--- config.mk ---
export PLATFORM = sky130hd
export DESIGN_NAME = ssip_slave
export DESIGN_NICKNAME = d
export VERILOG_FILES = /design/src/design/ssip_pkg.sv /design/src/design/ssip_buffer.sv /design/src/design/ssip_slave.sv
export VERILOG_INCLUDE_DIRS = /design/src /design/src/design
export SDC_FILE = /design/constraint.sdc
export NUM_CORES = 1
export LEC_CHECK = 0
export BUFFER_PORTS_ARGS = -buffer_cell sky130_fd_sc_hd__buf_2
export CAP_MARGIN = 20
export CORE_UTILIZATION = 60
export CTS_CLUSTER_SIZE = 12
export DETAILED_ROUTE_END_ITERATION = 8
export GPL_ROUTABILITY_DRIVEN = 1
export GPL_TIMING_DRIVEN = 1
export PLACE_DENSITY = 0.74
export SLEW_MARGIN = 25
export SYNTH_ARGS = -nofsm -noshare
export SYNTH_HDL_FRONTEND = slang
export SYNTH_SLANG_ARGS = --single-unit
--- constraint.sdc ---
create_clock -name clk_sys -period 3.3 [get_ports clk_sys]
set_input_delay 0.66 -clock clk_sys [delete_from_list [all_inputs] [get_ports clk_sys]]
set_output_delay 0.66 -clock clk_sys [all_outputs]
set_load 0.02 [all_outputs]
--- src/design/ssip_map.svh ---
// constants for the position link slave: frame layout, field widths, timing
`ifndef SSIP_MAP_SVH
`define SSIP_MAP_SVH

// frame and position field layout
`define SSIP_FRAME_BITS 25
`define SSIP_POS_BITS 20
`define SSIP_CNT_BITS 5

// position field width per resolution variant (coarsest to finest step)
`define SSIP_WIDTH_STEP100 5'h10
`define SSIP_WIDTH_STEP50 5'h11
`define SSIP_WIDTH_STEP10 5'h13
`define SSIP_WIDTH_STEP5 5'h14

// resolution select codes as strapped on the variant pins
`define SSIP_RES_STEP100 2'h0
`define SSIP_RES_STEP50 2'h1
`define SSIP_RES_STEP10 2'h2
`define SSIP_RES_STEP5 2'h3

// system clock and latch_timeout (monoflop) interval
`define SSIP_CLK_MHZ 100
`define SSIP_LATCH_TIMEOUT_NS 12000
`define SSIP_LATCH_CYC ((`SSIP_LATCH_TIMEOUT_NS * `SSIP_CLK_MHZ) / 1000)
`define SSIP_MONO_W 11

// reset values
`define SSIP_RST_SDATA 1'h1
`define SSIP_RST_LED 1'h1

`endif

--- src/design/ssip_pkg.sv ---
// types shared by the position link slave and its frame buffer
package ssip_pkg;
	`include "ssip_map.svh"

	// link sequencer states
	typedef enum logic [1:0] {LNK_LATCH, LNK_IDLE, LNK_SHIFT} ssip_link_t;

	// whole state of the slave top
	typedef struct packed {
		logic sclkMeta;
		logic sclkSync;
		logic sclkPrev;
		logic zeroMeta;
		logic zeroSync;
		logic zeroPrev;
		logic dirMeta;
		logic dirSync;
		logic [1:0] resMeta;
		logic [1:0] resSync;
		ssip_link_t link;
		logic [`SSIP_CNT_BITS-1:0] bitsLeft;
		logic [`SSIP_MONO_W-1:0] monoCnt;
		logic [`SSIP_FRAME_BITS-1:0] shiftReg;
		logic sdata;
		logic [`SSIP_POS_BITS-1:0] offset;
		logic [`SSIP_POS_BITS-1:0] heldPos;
		logic validSeen;
		logic errLed;
		logic pushReq;
		logic busy;
	} ssip_state_t;

	// whole state of the two-entry frame buffer
	typedef struct packed {
		logic [1:0][`SSIP_FRAME_BITS-1:0] mem;
		logic [1:0] fill;
	} ssip_buf_t;
endpackage

--- src/design/ssip_buffer.sv ---
// two-entry frame buffer between the position latch and the link shifter
`timescale 1ns/1ps
`include "ssip_map.svh"
module ssip_buffer
	import ssip_pkg::*;
(
	// clock and reset
	input wire logic clk_sys,
	input wire logic resetn,
	// filling side
	input wire logic inValid,
	input wire logic [`SSIP_FRAME_BITS-1:0] inData,
	output logic inReady,
	// draining side
	input wire logic outReady,
	output logic outValid,
	output logic [`SSIP_FRAME_BITS-1:0] outData
);
	ssip_buf_t st_ff; // registered state
	ssip_buf_t nxt_st; // next state

	// entry 0 is always the oldest word, so the outputs come from flops
	assign outData = st_ff.mem[0];
	assign outValid = (st_ff.fill != 2'h0);
	assign inReady = (st_ff.fill != 2'h2);

	// push and pop; a pop shifts entry 1 down so no read pointer is needed
	always_comb
	begin
		logic doPush;
		logic doPop;
		doPush = 1'b0;
		doPop = 1'b0;
		nxt_st = st_ff;
		doPush = inValid && inReady;
		doPop = outReady && outValid;
		if (doPop)
		begin
			nxt_st.mem[0] = st_ff.mem[1];
		end
		if (doPush)
		begin
			// write lands behind whatever stays after the pop
			if (doPop)
				nxt_st.mem[st_ff.fill - 2'h1] = inData;
			else
				nxt_st.mem[st_ff.fill[0]] = inData;
		end
		nxt_st.fill = st_ff.fill + {1'b0, doPush} - {1'b0, doPop};
	end

	// state register
	always_ff @(posedge clk_sys)
	begin
		if (!resetn)
		begin
			st_ff.mem <= '0;
			st_ff.fill <= 2'h0;
		end
		else
		begin
			st_ff <= nxt_st;
		end
	end
endmodule

--- src/design/ssip_slave.sv ---
// slave end of a synchronous serial absolute position link
//
// Notes on behaviour
// - falling then rising clock starts frame, MSB first
// - each further rising edge presents next lower bit
// - extra clocks beyond the word shift out zeros
// - frame always carries 25 bit positions
// - after monoflop timeout latch position, data high
// - position field sent in Gray code
// - right aligned, zero padding leads, LSB last
// - field width 16, 17, 19 or 20 bits
// - one count equals one resolution step
// - no valid reading since power-on sends zero
// - read error freezes the last valid position
// - indicator lit while an error is active
// - zero-setting input makes current position zero
// - below zero the count wraps to maximum
// - direction input high reverses counting sense
`timescale 1ns/1ps
`include "ssip_map.svh"
module ssip_slave
	import ssip_pkg::*;
(
	// clock and reset
	input wire logic clk_sys,
	input wire logic resetn,
	// serial link pins
	input wire logic sclk,
	output logic sdata,
	// control pins from the machine
	input wire logic zeroSetPin,
	input wire logic countDirPin,
	input wire logic [1:0] resSelPin,
	// absolute reading from the sensing front end, in resolution steps
	input wire logic [`SSIP_POS_BITS-1:0] rawPos,
	input wire logic rawValid,
	// status
	output logic errLed,
	output logic frameBusy
);
	import ssip_pkg::*;

	ssip_state_t st_ff; // registered state
	ssip_state_t nxt_st; // next state

	// frame buffer handshake
	logic bufInReady; // buffer has room for a latched frame
	logic bufOutValid; // a latched frame waits for the shifter
	logic [`SSIP_FRAME_BITS-1:0] bufOutData; // oldest latched frame
	logic bufPop; // shifter takes the oldest frame
	logic [`SSIP_FRAME_BITS-1:0] latchFrame; // frame built from held position

	// mask of valid position bits for a resolution code
	function automatic logic [`SSIP_POS_BITS-1:0] posMask(input logic [1:0] res);
		logic [4:0] w;
		w = `SSIP_WIDTH_STEP5;
		case (res)
			`SSIP_RES_STEP100: w = `SSIP_WIDTH_STEP100;
			`SSIP_RES_STEP50: w = `SSIP_WIDTH_STEP50;
			`SSIP_RES_STEP10: w = `SSIP_WIDTH_STEP10;
			default: w = `SSIP_WIDTH_STEP5;
		endcase
		posMask = ~({`SSIP_POS_BITS{1'b1}} << w);
	endfunction

	// Gray code of the field, right aligned with zero padding above it
	function automatic logic [`SSIP_FRAME_BITS-1:0] grayFrame(
		input logic [`SSIP_POS_BITS-1:0] pos);
		logic [`SSIP_POS_BITS-1:0] g;
		// pos is already masked, so the top padding stays zero after conversion
		g = pos ^ (pos >> 1);
		grayFrame = {{(`SSIP_FRAME_BITS-`SSIP_POS_BITS){1'b0}}, g};
	endfunction

	// what goes into the buffer at latch time; zero until a valid reading
	assign latchFrame = st_ff.validSeen ? grayFrame(st_ff.heldPos) : '0;

	// the shifter drains the buffer only on the falling edge that opens a frame
	assign bufPop = (st_ff.link == LNK_IDLE) && st_ff.sclkPrev && !st_ff.sclkSync;

	// outputs come straight from state flops
	assign sdata = st_ff.sdata;
	assign errLed = st_ff.errLed;
	assign frameBusy = st_ff.busy;

	// frame buffer: the latch stalls while it is full, so no word is dropped
	ssip_buffer u_buf (
		.clk_sys(clk_sys),
		.resetn(resetn),
		.inValid(st_ff.pushReq),
		.inData(latchFrame),
		.inReady(bufInReady),
		.outReady(bufPop),
		.outValid(bufOutValid),
		.outData(bufOutData)
	);

	// next-state logic: synchronisers, position tracking and the link sequencer
	always_comb
	begin
		logic sclkRise;
		logic sclkFall;
		logic zeroRise;
		logic [`SSIP_POS_BITS-1:0] mask;
		logic [`SSIP_POS_BITS-1:0] rel;
		sclkRise = 1'b0;
		sclkFall = 1'b0;
		zeroRise = 1'b0;
		mask = '0;
		rel = '0;
		nxt_st = st_ff;

		// two-flop synchronisers; the first stage feeds only the second
		nxt_st.sclkMeta = sclk;
		nxt_st.sclkSync = st_ff.sclkMeta;
		nxt_st.sclkPrev = st_ff.sclkSync;
		nxt_st.zeroMeta = zeroSetPin;
		nxt_st.zeroSync = st_ff.zeroMeta;
		nxt_st.zeroPrev = st_ff.zeroSync;
		nxt_st.dirMeta = countDirPin;
		nxt_st.dirSync = st_ff.dirMeta;
		nxt_st.resMeta = resSelPin;
		nxt_st.resSync = st_ff.resMeta;

		// edges are found on the synchronised copies only
		sclkRise = st_ff.sclkSync && !st_ff.sclkPrev;
		sclkFall = !st_ff.sclkSync && st_ff.sclkPrev;
		zeroRise = st_ff.zeroSync && !st_ff.zeroPrev;
		mask = posMask(st_ff.resSync);

		// position relative to the zero point; modulo arithmetic gives the wrap
		if (st_ff.dirSync)
			rel = (st_ff.offset - rawPos) & mask;
		else
			rel = (rawPos - st_ff.offset) & mask;

		// position tracking: only a valid reading moves the held value
		if (rawValid)
		begin
			nxt_st.validSeen = 1'b1;
			if (zeroRise)
			begin
				// zero point is the present reading, whatever the direction
				nxt_st.offset = rawPos;
				nxt_st.heldPos = '0;
			end
			else
			begin
				// the count is in resolution steps, one per count
				nxt_st.heldPos = rel;
			end
		end
		// with rawValid low heldPos is left alone, so the last value is sent

		// indicator follows the error condition of the front end
		nxt_st.errLed = !rawValid;

		// link sequencer
		case (st_ff.link)
			LNK_LATCH:
			begin
				// idle high while the fresh frame waits for room in the buffer
				nxt_st.sdata = 1'b1;
				nxt_st.busy = 1'b0;
				if (st_ff.pushReq && bufInReady)
				begin
					nxt_st.pushReq = 1'b0;
					nxt_st.link = LNK_IDLE;
				end
			end
			LNK_IDLE:
			begin
				nxt_st.sdata = 1'b1;
				// first falling edge takes the latched frame; the line stays
				// high until the following rising edge
				if (sclkFall)
				begin
					nxt_st.shiftReg = bufOutValid ? bufOutData : '0;
					nxt_st.bitsLeft = `SSIP_CNT_BITS'(`SSIP_FRAME_BITS);
					nxt_st.monoCnt = '0;
					nxt_st.busy = 1'b1;
					nxt_st.link = LNK_SHIFT;
				end
			end
			LNK_SHIFT:
			begin
				if (sclkRise)
				begin
					nxt_st.monoCnt = '0;
					if (st_ff.bitsLeft != '0)
					begin
						// MSB on the first rising edge, then one lower bit per edge
						nxt_st.sdata = st_ff.shiftReg[st_ff.bitsLeft - 5'h1];
						nxt_st.bitsLeft = st_ff.bitsLeft - 5'h1;
					end
					else
					begin
						// the closing edge and any surplus edges send zeros
						nxt_st.sdata = 1'b0;
					end
				end
				else if (sclkFall)
				begin
					nxt_st.monoCnt = '0;
				end
				else if (st_ff.sclkSync)
				begin
					// clock parked high: run the monoflop, then latch a new frame
					if (st_ff.monoCnt == `SSIP_MONO_W'(`SSIP_LATCH_CYC - 1))
					begin
						nxt_st.pushReq = 1'b1;
						nxt_st.sdata = 1'b1;
						nxt_st.link = LNK_LATCH;
					end
					else
					begin
						nxt_st.monoCnt = st_ff.monoCnt + `SSIP_MONO_W'(1);
					end
				end
			end
			default:
			begin
				nxt_st.link = LNK_LATCH;
				nxt_st.pushReq = 1'b1;
			end
		endcase
	end

	// state register; reset latches a first frame straight away
	always_ff @(posedge clk_sys)
	begin
		if (!resetn)
		begin
			st_ff.sclkMeta <= 1'b1;
			st_ff.sclkSync <= 1'b1;
			st_ff.sclkPrev <= 1'b1;
			st_ff.zeroMeta <= 1'b0;
			st_ff.zeroSync <= 1'b0;
			st_ff.zeroPrev <= 1'b0;
			st_ff.dirMeta <= 1'b0;
			st_ff.dirSync <= 1'b0;
			st_ff.resMeta <= 2'h0;
			st_ff.resSync <= 2'h0;
			st_ff.link <= LNK_LATCH;
			st_ff.bitsLeft <= '0;
			st_ff.monoCnt <= '0;
			st_ff.shiftReg <= '0;
			st_ff.sdata <= `SSIP_RST_SDATA;
			st_ff.offset <= '0;
			st_ff.heldPos <= '0;
			st_ff.validSeen <= 1'b0;
			st_ff.errLed <= `SSIP_RST_LED;
			st_ff.pushReq <= 1'b1;
			st_ff.busy <= 1'b0;
		end
		else
		begin
			st_ff <= nxt_st;
		end
	end
endmodule

==> qor.yml, run 1 <==
status: "complete, no violations"
final_cells: 1146
cp.required_ns: 3.61
grt_pass1_vias: 6221
nNetsFinal: 1037
slew_headroom_pct: 47.2
drc: 0
die-area_mm2: 0.0136
dr_wl_met3_um: 681
report.final.setup_viol: 0
pwr_density_cell_mw_per_mm2: 564
drv_cap: 0
synth_fp_nets: 1035
pre_cts_slack_ns: 0.291
ir_drop_v: 0.000381
ys_ff_latch: 147
antenna_found_initial: 0
critPathLaunch: "st_ff[81]"
via_count: 6575
fin_ws_ns: 0.527
start_util_pct: 62.0
insertion_delay_ns: 0.43
wl_per_cell_um: 16.1
synth_area_mm2: 0.00789
drt_iter0_markers: 329
die_h_um: 117
stdcell_area_mm2: 0.00868
synth.yosys.seq_area_share_pct: 37.3
syn2layout_area_growth_pct: 10.1
fin_crit_ns: 2.77
whs_ns: 0.409
n_antenna_cell: 0
skew_ns: 0.0104
cts_sinks: 147
post-route-period-util_pct: 84.0
layout_commonest_cell: "nand2_1"
yosysWarnings: 0
timing.rr.end: "sdata"
multi_input_area_mm2: 0.00448
rr_startpoint: "st_ff[81]"
drv_slew: 0
yosysUniqueCellTypes: 67
endpoint: "sdata"
wirelength_mm: 18.4
dp_hpwl_mm: 13.5
fmax_mhz: 361
finalSetupTns_ns: 0
htreeDepth: 4
drtAntennaViolNets: 0
hold_class: "reg -> reg"
drtPass1Iterations: 5
leakage_nw: 3.60
r2r_slack_ns: 0.53
place_area_mm2: 0.00810
clkTransAtPathRegs_ns: 0.06
critPathKind: "reg -> reg"
cts_setup_buffers: 0
rr_worst_depth: 8
synth_edf_count: 0
rsz0062_at_grt: "false"
die_w_um: 117
nFillCells: 1079
grt_usage_pct: 28.2
regArea_mm2: 0.00294
arrival_ns: 3.08
cts_root_buf: "clkbuf_16"
most-common-layout-cells: "nand2_1 (148), dfxtp_1 (147), a21oi_1 (87), nor2_1 (86), inv_1 (57)"
dr.max_layer_used: "met4"
ios: 31
syn_inst: 959
dp_cells: 1114
startpoint_type: "flop"
finalHoldViolCount: 0
path_max_fanout: 9
drive_gt1_share_pct: 9.34
cts_tree: "yes"
grt_max_degree: 49
vias_per_cell: 5.74
met1_length_mm: 8.02
grt_overflow: 0
grt_pass1_wl_mm: 29.4
timing_worst_slew_pin_value_ns: 0.792
dominantRegCellSynth: "dfxtp_1"
dr_wl_met2_mm: 9.36
core_area_mm2: 0.0127
routabilityCongestion: 0.987
endpoint_kind: "flop"
fp-row-count: 41
numCtsBuffers: 17
clockBufferDepth: 2
synth_area_per_cell_um2: 8.23
ctsHoldBuffers: 0
io_buffers: 30
ys_async_sr_fraction_pct: 0
post_cts_resized: 0
[cell type report]
cell class | instances | share of cell area, %
clock inverter | 11 | 1.34
sequential | 147 | 33.9
timing repair buffer | 42 | 2.77
multi-input combinational | 695 | 51.6
clock buffer | 21 | 5.42
inverter | 58 | 2.51
tap | 172 | 2.48
[stage by stage]
stage | total power, W | util, %
final | 0.00490 | 68.3
after global routing | 0.00513 | 68.3
after CTS | 0.00493 | 68.3
after detailed placement | 0.00301 | 63.6
after global placement | 0.00298 | 63.6
after floorplan | 0.00278 | -
[cells by family (layout without fill, tap and decap cells)]
| group | Yosys count | after routing | share of synthesized area [%] |
|---|---|---|---|
| muxes | 19 | 19 | 3.73 |
| and+or+nand+nor | 349 | 349 | 20.2 |
| AOI/OAI and AO/OA | 230 | 230 | 19.6 |
| DFF | 147 | 147 | 37.3 |
| adders and majority gates | 48 | 48 | 7.80 |
| xor gates and xnor gates | 49 | 49 | 5.44 |
| buffers and inverters | 117 | 132 | 5.95 |
[how the worst min path moves through the flow]
stage,start,to,slack [ns],depth (start not counted)
global route,sclk,nxt_st[98],0.42,2
floorplan,nxt_st[98],nxt_st[97],0.39,1
detailed placement,nxt_st[98],nxt_st[97],0.40,1
CTS,sclk,nxt_st[98],0.41,2
global placement,nxt_st[98],nxt_st[97],0.40,1
finish,nxt_st[98],nxt_st[97],0.41,1
[synth_stat cells, types with 3 or more instances]
cell       count  share of area [%]
a2111oi_0      3               0.33
o22ai_1        3               0.24
a221oi_1       3               0.33
a22o_1        31                3.4
o21ai_0       24                1.5
and3_1        26                2.1
ha_1          46                7.3
a211o_1        3               0.33
nand2_1      148                7.0
o21a_1         5               0.48
xnor2_1       14                1.6
nand3_1       16                1.0
xor2_1        35                3.9
nand2b_1      10               0.79
or3_1          5               0.40
a21o_1         5               0.48
nor3_1         9               0.57
nand4_1        7               0.56
o31ai_1        5               0.48
buf_2          7               0.44
a311oi_1       4               0.44
a211oi_1      29                2.8
a21oi_1       87                5.5
nor2_1        87                4.1
mux2_2         5               0.71
and2_1        23                1.8
buf_1          5               0.24
nor2b_1        6               0.48
dfxtp_1      147                 37
inv_1         58                2.8
mux2i_1        8                1.0
clkbuf_1      42                2.0
mux4_1         6                2.0
[sequential cells by signal, summed over array words and instances (netlist names)]
signal         flops
errLed             1
frameBusy          1
nxt_st             7
sdata              1
st_ff             90
u_buf.outData     25
u_buf.st_ff       22
[routing by layer]
| layer | track usage, % | vias up |
|---|---|---|
| met5 | 0 | - |
| met3 | 5.55 | 29 |
| met4 | 11.6 | 0 |
| met2 | 51.2 | 162 |
| met1 | 32.2 | 3069 |
| li1 | - | 3315 |
[power breakdown]
part	leakage (nW)	switching [W]	total [W]	internal [W]
Clock	0.285	0.000795	0.00191	0.00112
Sequential	1.20	0.000124	0.00206	0.00193
Combinational	2.12	0.000555	0.000928	0.000372
Total	3.60	0.00147	0.00490	0.00342
[worst max-delay path, cell delays in order (launching register included)]
cell and delay, ns:
dfxtp_1 0.60, inv_1 0.18, ha_1 0.51, mux4_1 0.34, mux2_2 0.29, a21oi_1 0.16
o21ai_1 0.11, a2111oi_1 0.40, nor2_1 0.07
Note: power is estimated with default switching activity, not from simulation.
==> run 2, diff against run 1 <==
Clock period 3.3 ns to 2.73 ns, I/O delays scaled along.
==> qor.yml, run 2 (synthesis results as in run 1) <==
status: "complete, no violations"  # unchanged
path_max_fanout: 10  # was 9
vias_per_cell: 5.82  # was 5.74
timing_worst_slew_pin_value_ns: 0.828  # was 0.792 ns
die-area_mm2: 0.0136  # unchanged
post-route-period-util_pct: 93.7  # was 84.0%
dp_hpwl_mm: 14.3  # was 13.5 mm
startpoint_type: "flop"  # unchanged
pwr_density_cell_mw_per_mm2: 667  # was 564 mW/mm^2
drive_gt1_share_pct: 12.9  # was 9.34%
path_cells: "ha_1, nand2_1, nor2_1, a2111oi_0, buf_4, and2_1, a221o_1, xnor2_1, a32o_1"  # was inv_1, ha_1, mux4_1, mux2_2, a21oi_1, o21ai_1, a2111oi_1, nor2_1
drc: 0  # unchanged
drv_cap: 0  # unchanged
stdcell_area_mm2: 0.00900  # was 0.00868 mm^2
syn2layout_area_growth_pct: 14.0  # was 10.1%
crit_slowest_cell: "a2111oi_0"  # was dfxtp_1
nNetsFinal: 1078  # was 1037
rr_worst_depth: 9  # was 8
critPathTopFamily: "compound AO/OA/AOI/OAI gates"  # unchanged
slowest_delay_ns: 0.72  # was 0.60 ns
postLayoutCoreUtil_pct: 70.7  # was 68.3%
place_area_mm2: 0.00840  # was 0.00810 mm^2
routabilityCongestion: 0.952  # was 0.987
cp.required_ns: 3.04  # was 3.61 ns
numCtsBuffers: 17  # unchanged
power_w: 0.00600  # was 0.00490 W
min_from: "sclk"  # was nxt_st[98]
arrival_ns: 2.87  # was 3.08 ns
antenna_found_initial: 0  # unchanged
grt_pass1_vias: 6459  # was 6221
insertion_delay_ns: 0.42  # was 0.43 ns
crit_buf_inv: 1  # unchanged
io_buffers: 30  # unchanged
drtPass1Iterations: 6  # was 5
fin_crit_ns: 2.56  # was 2.77 ns
drtAntennaViolNets: 0  # unchanged
critPathLaunch: "st_ff[40]"  # was st_ff[81]
ir_drop_v: 0.000450  # was 0.000381 V
most-common-layout-cells: "nand2_1 (148), dfxtp_1 (147), a21oi_1 (87), nor2_1 (86), inv_1 (57)"  # unchanged
critPathKind: "reg -> reg"  # unchanged
wl_per_cell_um: 16.4  # was 16.1 um
drv_slew: 0  # unchanged
cts_setup_buffers: 0  # unchanged
die_h_um: 117  # unchanged
hold_end: "nxt_st[98]"  # was nxt_st[97]
rr_startpoint: "st_ff[40]"  # was st_ff[81]
rsz0062_at_grt: "false"  # unchanged
dp_cells: 1155  # was 1114
final_cells: 1186  # was 1146
fin_ws_ns: 0.171  # was 0.527 ns
slew_headroom_pct: 43.4  # was 47.2%
grt_usage_pct: 29.6  # was 28.2%
r2r_slack_ns: 0.17  # was 0.53 ns
timing.rr.end: "st_ff[21]"  # was sdata
layout_commonest_cell: "nand2_1"  # unchanged
fmax_mhz: 391  # was 361 MHz
leakage_nw: 3.79  # was 3.60 nW
drt_iter0_markers: 426  # was 329
cts_sinks: 147  # unchanged
die_w_um: 117  # unchanged
hold_class: "in -> reg"  # was reg -> reg
clkTransAtPathRegs_ns: 0.06  # about the same
grt_overflow: 0  # unchanged
ios: 31  # unchanged
core_area_mm2: 0.0127  # unchanged
clockBufferDepth: 2  # unchanged
skew_ns: 0.00835  # was 0.0104 ns
via_count: 6902  # was 6575
ctsHoldBuffers: 0  # unchanged
fp-row-count: 41  # unchanged
cts_root_buf: "clkbuf_16"  # unchanged
start_util_pct: 62.0  # unchanged
htreeDepth: 4  # unchanged
whs_path_depth: 2  # was 1
finalHoldViolCount: 0  # unchanged
regMostFlops: "st_ff"  # unchanged
report.final.setup_viol: 0  # unchanged
endpoint_kind: "flop"  # unchanged
n_antenna_cell: 0  # unchanged
wirelength_mm: 19.5  # was 18.4 mm
pre_cts_slack_ns: -0.132  # was 0.291 ns
grt_max_degree: 50  # was 49
grt_pass1_wl_mm: 31.1  # was 29.4 mm
cts_tree: "yes"  # unchanged
largest_reg_flops: 90  # unchanged
[run 2: what timing repair did]
item / 4_1_cts / 5_1_grt
gates resized for setup: 0 / 3
endpoints found under the setup margin: 0 / 2
endpoints found under the hold margin: 0 / 0
[run 2: metal layers]
metal / GRT usage, % / up-vias / wire length, um
met5: 0 / - / 0
met4: 13.6 / 0 / 456
met3: 5.09 / 36 / 692
met2: 54.1 / 180 / 10100
met1: 33.4 / 3284 / 8240
li1: - / 3402 / -
[run 2: power by group]
group	internal, W	total, W	switching, W	leakage [nW]
combinational	0.000499	0.00119	0.000694	2.32
clock	0.00140	0.00232	0.000921	0.274
sequential	0.00234	0.00249	0.000151	1.20
[run 2: how the worst max path moves through the flow]
stage                            to  slack [ns]  depth (start not counted)
final                     st_ff[21]        0.17                          9
after global placement    st_ff[18]       -0.04                         12
after global routing      st_ff[16]       0.007                         11
after detailed placement  st_ff[21]       -0.13                         11
after CTS                 st_ff[16]        0.23                         11
after floorplan           st_ff[16]        0.24                         10
[run 2: layout make-up]
| class | instances | area, um^2 |
|---|---|---|
| Clock buffer | 22 | 464 |
| Clock inverter | 9 | 118 |
| Fill cell | 1007 | 3720 |
| Timing Repair Buffer | 83 | 548 |
| Multi-Input combinational cell | 695 | 4490 |
| Inverter | 58 | 218 |
| Sequential cell | 147 | 2940 |
| Tap cell | 172 | 215 |
[run 2: worst register-to-register path, stage by stage (launching register included)]
cell,delay (ns)
dfxtp_1,0.33
ha_1,0.42
nand2_1,0.14
nor2_1,0.06
a2111oi_0,0.72
buf_4,0.24
and2_1,0.11
a221o_1,0.11
xnor2_1,0.07
a32o_1,0.26
[run 2: stage by stage]
stage / TNS [ns] / hold slack [ns]
after floorplan: 0 / 0.386
after global placement: -0.114 / 0.398
after detailed placement: -0.367 / 0.405
after CTS: 0 / 0.294
after global routing: 0 / 0.326
final: 0 / 0.307
